File: src/rtl/hspc_pkg.sv
/*
 * Package for the hub sideband pin control block: port count, strap
 * layout, interrupt modes and the packed structs that group the pins.
 * Assumes nothing of its surroundings beyond a single system clock.
 */
package hspc_pkg;

    // ------------------------------------------------------------------
    // Port layout
    // ------------------------------------------------------------------
    localparam int unsigned HSPC_NUM_PORTS     = 3;  // Downstream ports
    localparam int unsigned HSPC_NUM_STRAPPED  = 2;  // Ports 1 and 2 only
    localparam int unsigned HSPC_SYNC_STAGES   = 3;  // Pin synchroniser depth

    // ------------------------------------------------------------------
    // Reset values
    // ------------------------------------------------------------------
    localparam logic [HSPC_NUM_PORTS-1:0] HSPC_DISABLE_RST = 3'h0;
    localparam logic                      HSPC_PIN_HIGH    = 1'h1;
    localparam logic                      HSPC_PIN_LOW     = 1'h0;

    // Interrupt pin function
    typedef enum logic [0:0] {
        HSPC_MODE_GENERAL = 1'b0,  // Event interrupt
        HSPC_MODE_SUSPEND = 1'b1   // Suspend indicator
    } hspc_mode_e;

    // Strap state machine
    typedef enum logic [1:0] {
        HSPC_ST_STANDBY = 2'b00,   // Chip reset asserted
        HSPC_ST_SETTLE  = 2'b01,   // Waiting for synchronisers to fill
        HSPC_ST_RUN     = 2'b10    // Straps latched
    } hspc_state_e;

    // Downstream data pin pair of every port
    typedef struct packed {
        logic [HSPC_NUM_PORTS-1:0] plus_line;   // D+ per port
        logic [HSPC_NUM_PORTS-1:0] minus_line;  // D- per port
    } hspc_dn_pins_s;

    // Hub state that drives the interrupt pin
    typedef struct packed {
        logic status_update;   // Pulse: enabled status register updated
        logic status_cleared;  // Pulse: host wrote interrupt status reg
        logic configured;      // Hub configured by host
        logic suspended;       // Hub in USB suspend
    } hspc_hub_state_s;

endpackage : hspc_pkg

File: src/rtl/hspc_top.sv
/*
 * Sideband pin logic of a three-port hub: port disable straps, the
 * active-low interrupt pin, over-current sense and port power request.
 * Assumes pins arrive asynchronous to i_clk_sys and that the hub core
 * supplies status events and suspend state on the same clock.
 */
`timescale 1ns/1ps
`default_nettype none

// Functional notes
// - Sample strappable port data pins at reset release
// - Port disabled only if both pins high
// - Port 3 has no disable strap
// - General mode: status update drives interrupt low
// - Host clear of status returns interrupt high
// - Suspend mode: high when configured and active
// - Low over-current sense means fault reported
// - Port power output high requests power
// - Chip reset low holds device in standby
module hspc_top
    import hspc_pkg::*;
#(
    parameter int unsigned NUM_PORTS = HSPC_NUM_PORTS,     // Port count
    parameter int unsigned NUM_STRAP = HSPC_NUM_STRAPPED   // Strapped ports
) (
    input  wire logic                 i_clk_sys,           // 100 MHz clock
    input  wire logic                 i_reset,             // Sync, high
    input  wire logic                 i_chip_reset_n,      // Chip reset pin
    input  wire hspc_dn_pins_s        i_dn_pins,           // Data pin pairs
    input  wire logic                 i_interrupt_mode_select, // Mode bit
    input  wire hspc_hub_state_s      i_hub_state,         // Hub core state
    input  wire logic                 i_overcurrent_sense_low, // Pin, low
    input  wire logic                 i_port_power_on,     // Core request
    output logic [NUM_PORTS-1:0]      o_port_disable,      // Strap result
    output logic                      o_standby,           // Held in reset
    output logic                      o_overcurrent_fault, // Fault seen
    output logic                      o_interrupt_n,       // Interrupt pin
    output logic                      o_port_power_request // Power pin
);

    // ------------------------------------------------------------------
    // Elaboration checks
    // ------------------------------------------------------------------
    if (NUM_PORTS != HSPC_NUM_PORTS || NUM_STRAP >= NUM_PORTS) begin : g_chk
        $error("hspc_top: unsupported port or strap count");
    end

    localparam int unsigned PW = 2 * NUM_PORTS + 2;  // Synchronised width
    localparam int unsigned IX_RST = PW - 1;         // Chip reset bit
    localparam int unsigned IX_OCS = PW - 2;         // Over-current bit

    // Idle levels of the pin bundle: chip reset asserted, no over-current,
    // data pins low. Resetting the chain to all zero would let a
    // false fault ripple through once i_reset drops.
    localparam logic [PW-1:0] SYNC_RST = PW'(HSPC_PIN_HIGH) << IX_OCS;

    // ------------------------------------------------------------------
    // Pin synchronisers
    // ------------------------------------------------------------------
    logic [PW-1:0] sync1_r;   // First stage, read only by stage two
    logic [PW-1:0] sync2_r;   // Second stage
    logic [PW-1:0] sync3_r;   // Third stage
    logic [PW-1:0] clean_r;   // Accepted level once stages 2 and 3 agree
    logic [PW-1:0] pins_raw;  // Raw pin bundle

    assign pins_raw = {i_chip_reset_n, i_overcurrent_sense_low,
                       i_dn_pins.plus_line, i_dn_pins.minus_line};

    // Three-stage chain; all pins are asynchronous to the system clock
    always_ff @(posedge i_clk_sys) begin
        if (i_reset) begin
            sync1_r <= SYNC_RST;  // Idle pin levels, not all zero
            sync2_r <= SYNC_RST;
            sync3_r <= SYNC_RST;
        end else begin
            sync1_r <= pins_raw;
            sync2_r <= sync1_r;
            sync3_r <= sync2_r;
        end
    end

    // Per-bit filter: a change counts only when stages two and three agree
    for (genvar b = 0; b < PW; b++) begin : g_filt
        // Reset levels: chip reset asserted, no over-current, pins low
        localparam logic RST_V = SYNC_RST[b];
        always_ff @(posedge i_clk_sys) begin
            if (i_reset) begin
                clean_r[b] <= RST_V;
            end else if (sync2_r[b] == sync3_r[b]) begin
                clean_r[b] <= sync3_r[b];
            end
        end
    end

    logic                 chip_rst_n;  // Filtered chip reset, high = run
    logic [NUM_PORTS-1:0] dp_clean;    // Filtered D+ pins
    logic [NUM_PORTS-1:0] dm_clean;    // Filtered D- pins

    assign chip_rst_n = clean_r[IX_RST];
    assign dp_clean   = clean_r[NUM_PORTS +: NUM_PORTS];
    assign dm_clean   = clean_r[0 +: NUM_PORTS];

    // ------------------------------------------------------------------
    // Standby and strap capture
    // ------------------------------------------------------------------
    hspc_state_e state_r;    // Strap sequencer state
    hspc_state_e state_nxt;  // Next state

    // Settle costs one cycle so the straps sampled at release are the
    // levels that were stable while reset was held
    always_comb begin
        state_nxt = state_r;
        case (state_r)
            HSPC_ST_STANDBY: begin
                if (chip_rst_n) begin
                    state_nxt = HSPC_ST_SETTLE;  // Release seen
                end
            end
            HSPC_ST_SETTLE: begin
                state_nxt = chip_rst_n ? HSPC_ST_RUN : HSPC_ST_STANDBY;
            end
            HSPC_ST_RUN: begin
                if (!chip_rst_n) begin
                    state_nxt = HSPC_ST_STANDBY; // Back to standby
                end
            end
            default: begin
                state_nxt = HSPC_ST_STANDBY;
            end
        endcase
    end

    // State register
    always_ff @(posedge i_clk_sys) begin
        if (i_reset) begin
            state_r <= HSPC_ST_STANDBY;
        end else begin
            state_r <= state_nxt;
        end
    end

    logic [NUM_PORTS-1:0] disable_r;    // Latched strap result
    logic [NUM_PORTS-1:0] disable_nxt;  // Strap evaluation

    // Both lines high disables; ports above the strapped range never
    always_comb begin
        disable_nxt = HSPC_DISABLE_RST;
        for (int p = 0; p < NUM_STRAP; p++) begin
            disable_nxt[p] = dp_clean[p] & dm_clean[p];
        end
        // Port 3 bit stays clear whatever its pins show
    end

    // Capture on release, then hold until the next release
    always_ff @(posedge i_clk_sys) begin
        if (i_reset) begin
            disable_r <= HSPC_DISABLE_RST;
        end else if (state_r == HSPC_ST_STANDBY && chip_rst_n) begin
            disable_r <= disable_nxt;
        end
        // Otherwise hold across run and standby
    end

    logic standby_r;  // Device held in low-power standby

    // Standby is high whenever the next sequencer state is not run
    always_ff @(posedge i_clk_sys) begin
        if (i_reset) begin
            standby_r <= HSPC_PIN_HIGH;
        end else begin
            standby_r <= (state_nxt != HSPC_ST_RUN);
        end
    end

    // ------------------------------------------------------------------
    // Interrupt pin
    // ------------------------------------------------------------------
    logic event_r;  // Sticky general event, cleared by host write

    // Set wins over a clear in the same cycle so no event is lost
    always_ff @(posedge i_clk_sys) begin
        if (i_reset || standby_r) begin
            event_r <= HSPC_PIN_LOW;
        end else if (i_hub_state.status_update) begin
            event_r <= HSPC_PIN_HIGH;
        end else if (i_hub_state.status_cleared) begin
            event_r <= HSPC_PIN_LOW;
        end
    end

    logic int_n_r;  // Registered interrupt pin level

    // Mode select picks event or suspend indication
    always_ff @(posedge i_clk_sys) begin
        if (i_reset || standby_r) begin
            int_n_r <= HSPC_PIN_HIGH;  // Negated while in standby
        end else if (i_interrupt_mode_select == HSPC_MODE_SUSPEND) begin
            // High only when configured and not suspended
            int_n_r <= i_hub_state.configured & ~i_hub_state.suspended;
        end else begin
            // Low while an event waits; pulse-to-level is one cycle
            int_n_r <= ~(event_r | i_hub_state.status_update);
        end
    end

    // ------------------------------------------------------------------
    // Over-current sense and port power
    // ------------------------------------------------------------------
    logic oc_fault_r;  // Registered fault flag
    logic pwr_r;       // Registered power request

    // Low sense level is a fault; power dropped in standby
    always_ff @(posedge i_clk_sys) begin
        if (i_reset) begin
            oc_fault_r <= HSPC_PIN_LOW;
            pwr_r      <= HSPC_PIN_LOW;
        end else begin
            oc_fault_r <= ~clean_r[IX_OCS];
            pwr_r      <= i_port_power_on & ~standby_r;
        end
    end

    assign o_port_disable       = disable_r;
    assign o_standby            = standby_r;
    assign o_overcurrent_fault  = oc_fault_r;
    assign o_interrupt_n        = int_n_r;
    assign o_port_power_request = pwr_r;

endmodule : hspc_top

`default_nettype wire

File: config.mk
export PLATFORM = sky130hd
export DESIGN_NAME = hspc_top
export DESIGN_NICKNAME = d
export VERILOG_FILES = /design/src/rtl/hspc_pkg.sv /design/src/rtl/hspc_top.sv
export SDC_FILE = /design/constraint.sdc
export NUM_CORES = 1
export LEC_CHECK = 0
export ABC_CLOCK_PERIOD_IN_PS = 1100
export BUFFER_PORTS_ARGS = -buffer_cell sky130_fd_sc_hd__buf_2
export CORE_AREA = 10 10 62 74
export CTS_BUF_LIST = sky130_fd_sc_hd__clkbuf_4
export CTS_CLUSTER_SIZE = 8
export DETAILED_ROUTE_END_ITERATION = 10
export DIE_AREA = 0 0 72 84
export GPL_TIMING_DRIVEN = 0
export HOLD_SLACK_MARGIN = 0.08
export PLACE_DENSITY = 0.53
export SETUP_SLACK_MARGIN = 0.1
export SKIP_LAST_GASP = 1
export SYNTH_ARGS = -nofsm -noshare
export SYNTH_HDL_FRONTEND = slang
export SYNTH_SLANG_ARGS = --single-unit
File: constraint.sdc
create_clock -name i_clk_sys -period 1.1 [get_ports i_clk_sys]
set_input_delay 0.22 -clock i_clk_sys [delete_from_list [all_inputs] [get_ports i_clk_sys]]
set_output_delay 0.22 -clock i_clk_sys [all_outputs]
set_load 0.01 [all_outputs]
---- Yosys cells after proc, flatten, opt, wreduce, memory -nomap -nowiden ----
Cells that the tools add are included.
word-level totals
  flip-flop bits (word level) ............. 39
  input port bits ......................... 16
  output and inout bits ................... 7
  word-level logic and storage cells ...... 45
operators by class
  equality and inequality tests ........... 9
  mux-type cells .......................... 7
  bitwise gates (word level) .............. 9
  reduce and logical (&&, ||, !) cells .... 4
operators by type and width
  operator                                              number
  equality test 1 bit                                   6
  two-way mux 2 bit                                     3
  one-hot mux 2 bit (3 select lines)                    1
  bitwise AND 1 bit                                     4
  NOT 1 bit                                             4
  two-way mux 1 bit                                     3
  equality test 2 x 1 -> 1 bit (second input constant)  1
  equality test 2 bit (second input constant)           1
  logical NOT 2 bit                                     1
  != test 2 bit (second input constant)                 1
  nonzero test 2 bit                                    1
  logical AND 1 bit                                     1
  logical OR 1 bit                                      1
  OR 1 bit                                              1

---- Logic depth before layout (Yosys ltp) ----
Gate-level depths: netlist of the first run.
  depth in word-level cells ............... 3
  mapped depth ............................ 3
  depth with buffers taken out ............ 2

---- Worst setup path after synthesis of the first run ----
No wires, ideal clock.
  kind .................................... reg-to-reg
  start point ............................. register clean_r[7] (netlist: chip_rst_n)
  end point ............................... register disable_r[0] (netlist: o_port_disable[0])
  library setup time ...................... 0.072 ns
  arrival time ............................ 0.746 ns
  data required time ...................... 1.028 ns
  setup slack ............................. 0.282 ns
  cell stages (with the launch flop) ...... 3
  path buffers ............................ 0
  period minus slack after synthesis ...... 0.818 ns
  cell sequence ........................... dfxtp_1 -> nor3b_2 -> mux2i_1
between the ends
  cells in the longest elaborated chain, start to end .. 1
RTL lines
  item                              RTL line         RTL
  start: declaration                hspc_top.sv:63   logic [PW-1:0] clean_r;
  start signal: indexed assignment  hspc_top.sv:90   clean_r[b] <= sync3_r[b];
  logical AND 1 bit                 hspc_top.sv:158  end else if (state_r == HSPC_ST_STANDBY && chip_rst_n) begin
  end signal: assignment            hspc_top.sv:159  disable_r <= disable_nxt;
  end: declaration                  hspc_top.sv:142  logic [NUM_PORTS-1:0] disable_r;
Every way passes these cells.
A chain may end at the register's enable or synchronous reset.

---- Final worst setup path of the first run ----
  start point ............................. register standby_r (netlist: o_standby)
  end point ............................... output o_standby
RTL lines
  item                      RTL line         RTL
  start: declaration        hspc_top.sv:164  logic standby_r;
  start signal: assignment  hspc_top.sv:171  standby_r <= (state_nxt != HSPC_ST_RUN);
  end: declaration          hspc_top.sv:35   output logic o_standby,
No word-level cell between the ends.

==> results of run 1 <==
## final timing paths
path                           start                         endpoint  slack [ns]  cells after the start
max             o_standby$_SDFF_PP1_                        o_standby        0.12                      1
min                  i_port_power_on  o_port_power_request$_SDFF_PP0_        0.10                      2
min reg2reg    sync1_r[4]$_SDFF_PP0_            sync2_r[4]$_SDFF_PP0_        0.44                      1
max reg2reg  chip_rst_n$_SDFFE_PP0N_   o_port_disable[1]$_SDFFE_PP0P_        0.18                      2
## cell usage after synthesis
| library cell | n |
|---|---|
| o21a_1 | 1 |
| o21bai_1 | 1 |
| a21oi_1 | 6 |
| o21ai_1 | 1 |
| o21ai_0 | 4 |
| conb_1 | 1 |
| nor2b_1 | 17 |
| dfxtp_1 | 33 |
| or2_1 | 3 |
| nand3b_1 | 3 |
| buf_4 | 1 |
| nand2b_1 | 4 |
| nor2_1 | 3 |
| nand2_1 | 5 |
| and2_1 | 1 |
| o311ai_1 | 1 |
| xor2_1 | 1 |
| mux2i_1 | 2 |
| buf_2 | 3 |
| nor3b_2 | 1 |
| nor3_1 | 1 |
## registers in the layout, summed over array words and instances, names as in the netlist, 2 cells and up
register	cells
sync2_r	6
sync1_r	6
state_r	2
o_port_disable	2
sync3_r	6
clean_r	5
## per-layer routing
layer,up-vias,routed length (um),share of wire [%]
li1,357,-,-
met1,301,709,41
met2,24,738,43
met3,7,212,12
met4,0,48,2.8
met5,-,0,0
## cells by family after synthesis
logic type,after synthesis
buf+inv,4
mux,2
xor+xnor,1
flops,33
simple gates,38
other cells,1
compound gates,14
## through the flow
stage / util [%] / power (W) / instances
after floorplan: - / 0.00130 / 93
after global placement: 36.1 / 0.00133 / 149
after detailed placement: 36.1 / 0.00133 / 149
after CTS: 38.9 / 0.00203 / 158
after global routing: 39.4 / 0.00211 / 159
final: 39.4 / 0.00199 / 159
## power breakdown
group          leakage [nW]  switching (W)  internal, W
Combinational         0.205      0.0000317    0.0000430
Sequential            0.270     0.00000937      0.00122
Clock                0.0368       0.000354     0.000328
Total                 0.512       0.000395      0.00159
## layout make-up
cell class              instances  area, um2
plain buffers                   4       22.5
clock buffers                   8       60.1
fillers                       346       1950
multi-input cells              56        344
flip-flops and latches         33        664
well taps                      37       46.3
repair buffers                 21        131
## repair_timing
| action | 4_1_cts | 5_1_grt |
|---|---|---|
| gates resized for setup | 6 | 1 |
| pin swaps | 0 | 0 |
| hold buffers | 0 | 1 |
| endpoints found under the hold margin | 0 | 1 |
| setup buffers | 1 | 0 |
| setup endpoints to repair | 3 | 8 |
==> metrics.txt, run 1 <==
Synth top area share about two thirds; Die ar. ~6000 um2; total gr overflow 0; proportion of layout cells with a drive suffix above 1 29.5%; number of vias per cell 4.33; Core ar. 3220 um2; Syn Nets about 110; Worst Hold Class input port to flop; Slowest-stage cell, CP dfxtp_2; Req. time, crit path 0.88 ns; cell count after synthesis 93; routed len/inst 10.7 um; final setup fails 0; CTS max path bufs 2; hold_ws 0.100 ns; Hold Fails Final Rpt 0; via count ~690; cell family with most CP delay flip-flops; initial DRC count 15; Clock Latency Late Sink 0.32 ns; worst vdd ir about 0.8 mV; Synth Area in Simple Gates 22.2%; mean post-synth cell area 11.0 um2; remaining antenna violation count after routing 0; DIE HEIGHT approximately 84 um; post-layout min period 0.982 ns; Sink Count 33; I/O pin total 23; Site Rows 23; Placed Area 1160 um2; Detailed Route WL approximately 1.7 mm; met1 Use GR 5.91%; post-synth cell types 21; Area Overhead vs Synth 24.3%; H-tree Lvls 2; Clk pin slew, worst setup/hold paths ~0.09 ns; DRC 0; max cap viols 0; gr busiest metal met2; Synth Area in Compound Gates 7.72%; met2 usage 8.76%; startpoint types flop; drt first pass iters 4; final cycle utilization of the critical path 89.3%; TritonCTS clock tree yes; critical path peak fanout 2; Crit path buffers/inverters 1; post-synthesis cell area slightly above 1000 um2; cell taking the most area after synthesis dfxtp_1; classification of the worst setup path flop to output pin; Post-Synth Adder-Cell Area 0%; nets between 100 and 150; Max stage delay on crit path 0.33 ns; vias in the first global route 680; Placer Congestion 0.650; Critical Path, Cell by Cell buf_6; Design Area, Final 1270 um2; setup ws final 0.118 ns; Crit. End Element output pin; Arrival @ worst endpoint 0.76 ns; mux contribution to synthesized area 1.96%; I/O Buffers 19; pre-CTS WS 0.130 ns; placed wire-length estimate 1.30 mm; #FFs+latches synth 33; met3 Use GR 5.24%; P_leak 0.512 nW; Starting Density between 30% and 40%; clk root buf clkbuf_4; antenna cells 0; pwr dens 1570 nW/um2; largest family of logic cells by synthesized area simple AND/OR/NAND/NOR gates; Total GRT Usage roughly 6.2%; global-route wire length before repair 2.93 mm; Seq/Total Area, Yosys approximately two thirds; largest net degree at the start of global routing 11; status finished clean; Slew Limit Fails 0; initial antenna violation count 0; Die X 72 um; Yosys Warn Count 0; XOR/XNOR share of the synthesized area less than 1%; commonest non-fill, non-tap cell in the layout dfxtp_1; top post-synthesis cells by area dfxtp_1 65%, nor2b_1 10%, a21oi_1 2.9%, nand2b_1 2.5%, nand3b_1 2.2%; RSZ-0062 raised after global routing yes; total CTS buffers 5; clock skew 0.00544 ns; setup TNS 0 ns; most frequent cells in the layout 30 x dfxtp_1, 19 x buf_2, 17 x nor2b_1, 8 x clkbuf_4, 6 x a21oi_1; Max Fclk 1.02 GHz
Note: power is estimated with default switching activity, not from simulation.
==> run 2, diff against run 1 <==
==> constraint.sdc (replaced) <==
create_clock -name i_clk_sys -period 1.1 [get_ports i_clk_sys]
set_input_delay 0.11 -clock i_clk_sys [delete_from_list [all_inputs] [get_ports i_clk_sys]]
set_output_delay 0.11 -clock i_clk_sys [all_outputs]
set_load 0.01 [all_outputs]
==> run 2 against run 1 <==
  * Largest power group unchanged
  * Wire length increased by 6.7%
  * Critical path type is now flop to flop
  * Cell area rose by 5.5%
  * Combinational power grew 36%
  * Core utilization rose by 2.2 points
  * Final cell count up 5.7%
  * Global-route usage rose by 0.34 points
  * Die area stayed put
==> metrics.txt, run 2 (synthesis gave the netlist of run 1 again) <==
status finished clean; final setup fails 0; most frequent cells in the layout 33 x dfxtp_1, 22 x buf_2, 17 x nor2b_1, 11 x dlygate4sd3_1, 8 x clkbuf_4; remaining antenna violation count after routing 0; critical path peak fanout 4; max cap viols 0; routed len/inst between 10 and 15 um; worst vdd ir 0.802 mV; total CTS buffers 5; H-tree Lvls 2; Placer Congestion 0.650; DRC 0; P_leak between 0.5 and 0.6 nW; number of vias per cell 4.29; CTS max path bufs 2; drt first pass iters 4; TritonCTS clock tree yes; antenna cells 0; classification of the worst setup path flop to flop; Crit. End Element flop; Hold Fails Final Rpt 0; commonest non-fill, non-tap cell in the layout dfxtp_1; via count 721; Clock Latency Late Sink 0.32 ns; total gr overflow 0; Detailed Route WL between 1.5 and 2 mm; Design Area, Final ~1300 um2; global-route wire length before repair 3.10 mm; I/O pin total 23; Slowest-stage cell, CP dfxtp_1; Placed Area 1160 um2; Slew Limit Fails 0; pwr dens 1510 nW/um2; Clk pin slew, worst setup/hold paths around 0.090 ns; Die X 72 um; Critical Path, Cell by Cell nor3b_4 > mux2i_1; Core ar. 3220 um2; Site Rows 23; Total GRT Usage under 10%; largest net degree at the start of global routing 11; placed wire-length estimate 1.30 mm; clock skew 0.00547 ns; setup TNS 0 ns; I/O Buffers 19; startpoint types flop; Sink Count 33; post-layout min period 0.913 ns; Area Overhead vs Synth 31.1%; Die ar. 6050 um2; setup ws final 0.187 ns; Max stage delay on crit path 0.39 ns; Arrival @ worst endpoint around 1.2 ns; clk root buf clkbuf_4; Worst Hold Class input port to flop; nets 146; cell family with most CP delay flip-flops; initial DRC count 27; pre-CTS WS between 0.15 and 0.2 ns; Max Fclk 1.10 GHz; RSZ-0062 raised after global routing no; DIE HEIGHT 84 um; Crit path buffers/inverters 0; Top Registers sync1_r: 6 flops, sync2_r: 6 flops, sync3_r: 6 flops; Req. time, crit path 1.36 ns; Starting Density about a third; final cycle utilization of the critical path 83.0%; vias in the first global route 715; proportion of layout cells with a drive suffix above 1 24.4%; initial antenna violation count 0
-- run 2: cell count changes in the layout (fill, tap and decap cells not counted), sizes merged --
cell | previous run | this run
buf | 24 | 23
dlygate4sd3 | 1 | 11
-- run 2: through the flow --
stage	std cells	hold WS [ns]	utilization, %	total power (W)
floorplan	93	0.207	-	0.00130
global placement	149	0.292	36.1	0.00133
detailed placement	149	0.318	36.1	0.00133
CTS	168	0.0980	41.3	0.00206
global route	168	0.0926	41.5	0.00214
finish	168	0.116	41.5	0.00202
-- run 2: worst reg2reg max path, delay by kind of cell (launching register included) --
family	cells	cell delay [ns]
multiplexers	1	0.20
flip-flops	1	0.39
AND/OR/NAND/NOR	1	0.27
-- run 2: worst paths after layout --
| kind | startpoint | end | slack, ns | depth (start not counted) |
|---|---|---|---|---|
| hold / removal | i_reset | state_r[1]$_SDFF_PP0_ | 0.12 | 3 |
| setup reg to reg | chip_rst_n$_SDFFE_PP0N_ | o_port_disable[1]$_SDFFE_PP0P_ | 0.19 | 2 |
| hold reg to reg | sync1_r[4]$_SDFF_PP0_ | sync2_r[4]$_SDFF_PP0_ | 0.44 | 1 |
| setup / recovery | chip_rst_n$_SDFFE_PP0N_ | o_port_disable[1]$_SDFFE_PP0P_ | 0.19 | 2 |
-- run 2: layout make-up --
cell class	count	area [um2]
clock buffers	8	60.1
flip-flops and latches	33	661
multi-input cells	56	344
well taps	37	46.3
fillers	337	1880
plain buffers	4	22.5
repair buffers	30	205
-- run 2: report_power, final --
part | leakage (nW) | total [W] | internal (W) | switching (W)
Sequential | 0.269 | 0.00123 | 0.00122 | 0.00000936
Clock | 0.0368 | 0.000684 | 0.000328 | 0.000356
Combinational | 0.237 | 0.000102 | 0.0000661 | 0.0000362
-- run 2: repair_timing --
item	4_1_cts	5_1_grt
setup buffers	0	0
endpoints found under the setup margin	0	1
hold buffers	11	0
gates resized for setup	0	1
hold endpoints to repair	9	0
-- run 2: per-layer routing --
| layer | wire (um) | part of all wire, % | GRT usage (%) |
|---|---|---|---|
| met1 | 762 | 42 | 5.86 |
| met2 | 820 | 45 | 10.0 |
| met3 | 191 | 10 | 5.12 |
| met4 | 48 | 2.6 | 3.70 |
| met5 | 0 | 0 | 0 |
==> run 3, diff against run 2 <==
- ABC_AREA: default -> 1
- ABC_CLOCK_PERIOD_IN_PS: 1100 -> 800
- CORE_AREA: 10 10 62 74 -> 10 10 64 76
- DIE_AREA: 0 0 72 84 -> 0 0 74 86
- PLACE_DENSITY: 0.53 -> 0.54
- clock period: 1.1 -> 0.8 ns (I/O delays scaled with it)
==> run 3 against run 2 <==
  * The run now ends with negative setup slack left
  * Worst setup slack worse by 0.24 ns
  * Synthesized area is 6.7% higher
  * Combinational power up 72%
  * Non-clock buffer count up 1
  * Critical path depth down 1
  * Clock skew up 0.0013 ns
  * Sequential power increased by 37%
  * First-iteration DRC count down 52%
  * Cell area up 9.9%
  * Wire length rose by 3.4%
  * Largest cell class unchanged
==> metrics.txt, run 3 <==
status complete, but fails checks; failing checks negative setup slack; worst vdd ir roughly 1.2 mV; Post-synth EDFFs 0; Crit. End Element output pin; Starting Density 32.4%; Switching Fraction 22.1%; setup ws final -0.0516 ns; Critical Path, Cell by Cell buf_6; post-synth cell types 17; P_int 0.00214 W; Synth top area share 60.6%; utilization after layout 43.7%; clock skew 0.00675 ns; Total GRT Usage 6.62%; Placed Area 1230 um2; pwr dens 1870 nW/um2; H-tree Lvls 2; Placer Congestion 0.672; CTS max path bufs 2; Die X 74 um; post-synthesis cell area 1090 um2; total CTS buffers 5; top-count cell post-synth dfxtp_1; P_leak 0.686 nW; startpoint types flop; Synth top cells by count 33 x dfxtp_1, 25 x nor2_1, 24 x inv_1; cell count after synthesis 125; Design Area, Final 1470 um2; Clk network pwr share 32.2%; combinational share of power under 10%; Syn Nets 141; initial DRC count 13; clk root buf clkbuf_4; total gr overflow 0; routed len/inst 9.33 um; vias in the first global route 836; Max stage delay on crit path 0.34 ns; commonest non-fill, non-tap cell in the layout dfxtp_1; TritonCTS clock tree yes; Slowest-stage cell, CP dfxtp_2; final std cells w/o fill 202; Sink Count 33; final setup fails 6; Crit path buffers/inverters 1; Clk pin slew, worst setup/hold paths 0.09 ns; DRC 0; via count 829; Site Rows 23; DIE HEIGHT 86 um; number of vias per cell 4.10; Yosys Warn Count 0; share of flip-flops with an asynchronous set or reset 0%; Arrival @ worst endpoint 0.77 ns; Die ar. 6360 um2; global-route wire length before repair about 3.4 mm; Top Registers sync1_r: 6 flops, sync2_r: 6 flops, sync3_r: 6 flops; DP Cell Count 181; Worst Hold Class input port to flop; antenna cells 0; Core ar. 3370 um2; hold_ws 0.0814 ns; cell taking the most area after synthesis dfxtp_1; nets 180; max cap viols 0; post-layout min period 0.852 ns; cell family with most CP delay flip-flops; Area Overhead vs Synth 35.0%; initial antenna violation count 0; most frequent cells in the layout 26 x dfxtp_1, 23 x nor2_1, 21 x inv_1, 16 x buf_2; mean post-synth cell area 8.72 um2; I/O pin total 23; drt first pass iters 3; critical path peak fanout 2; Hold Fails Final Rpt 0; pre-CTS WS 0.0392 ns; remaining antenna violation count after routing 0; final cycle utilization of the critical path 106%; Req. time, crit path 0.72 ns; #FFs+latches synth 33; proportion of layout cells with a drive suffix above 1 32.7%; classification of the worst setup path flop to output pin; I/O Buffers 19; RSZ-0062 raised after global routing yes; Detailed Route WL approximately 1.9 mm; Psw 0.000609 W; Clock Latency Late Sink 0.33 ns; Fill cells 333; placed wire-length estimate approximately 1.2 mm; sequential share of power 61.4%; Slew Limit Fails 0; top post-synthesis cells by area dfxtp_1 61%, nor2_1 8.6%, inv_1 8.3%, nand2_1 4.1%, a21oi_1 3.7%; Seq/Total Area, Yosys 60.6%; Max Fclk 1.17 GHz; largest net degree at the start of global routing 11; top_reg_cell synth dfxtp_1
run 3: changes by cell type in the layout (fill, tap and decap cells not counted), sizes merged, moves of 3 or more:
cell and change:
inv +26, nand2 +8, nand2b -4, nand3 +3, nor2b -17, nand3b -3
nor2 +27
run 3: logic make-up after synthesis:
group	Yosys count	share of synthesized area (%)
AND/OR/NAND/NOR	49	21.1
flip-flops	33	60.6
buffers and inverters	29	11.7
AO/OA/AOI/OAI	13	6.20
other	1	0.344
run 3: power by group through the flow:
stage | clock network [W] | registers [W] | logic, W
after floorplan | 0 | 0.00173 | 0.0000804
after global placement | 0 | 0.00173 | 0.000124
after detailed placement | 0 | 0.00173 | 0.000128
after CTS | 0.000943 | 0.00169 | 0.000173
after global routing | 0.00100 | 0.00170 | 0.000204
final | 0.000888 | 0.00169 | 0.000175
run 3: what timing repair did:
item,in CTS,in global routing
pin swaps,3,5
cloned,0,0
setup endpoints to repair,11,18
gates resized for setup,12,10
hold endpoints to repair,14,0
hold buffers,12,0
setup buffers,1,0
run 3: final timing paths:
check,startpoint,end,slack [ns],depth (start not counted)
max,o_port_disable[1]$_SDFFE_PP0P_,o_port_disable[1],-0.05,1
min,i_reset,o_port_disable[1]$_SDFFE_PP0P_,0.08,4
max reg2reg,state_r[0]$_SDFF_PP0_,o_port_disable[1]$_SDFFE_PP0P_,0.02,4
min reg2reg,sync1_r[7]$_SDFF_PP0_,sync2_r[7]$_SDFF_PP0_,0.40,2
run 3: area by class of cell:
type | count | area (um2) | share of cell area, %
Timing Repair Buffer | 32 | 241 | 16.4
Multi-Input combinational cell | 63 | 327 | 22.2
Inverter | 26 | 100 | 6.80
Sequential cell | 33 | 672 | 45.7
Tap cell | 37 | 46.3 | 3.15
Clock inverter | 2 | 10.0 | 0.680
Clock buffer | 6 | 45.0 | 3.06
Buffer | 3 | 30.0 | 2.04
run 3: metrics by stage:
step	TNS [ns]	total power [W]
floorplan	0	0.00181
global placement	0	0.00185
detailed placement	0	0.00186
CTS	-0.356	0.00281
global route	-0.564	0.00290
finish	-0.246	0.00275
run 3: layer usage:
metal	wire length, um	global-route usage, %	part of all wire (%)	vias to the layer above
li1	-	-	-	445
met1	802	6.72	43	351
met2	849	10.6	45	25
met3	183	3.23	9.7	8
met4	51	4.07	2.7	0
met5	0	0	0	-
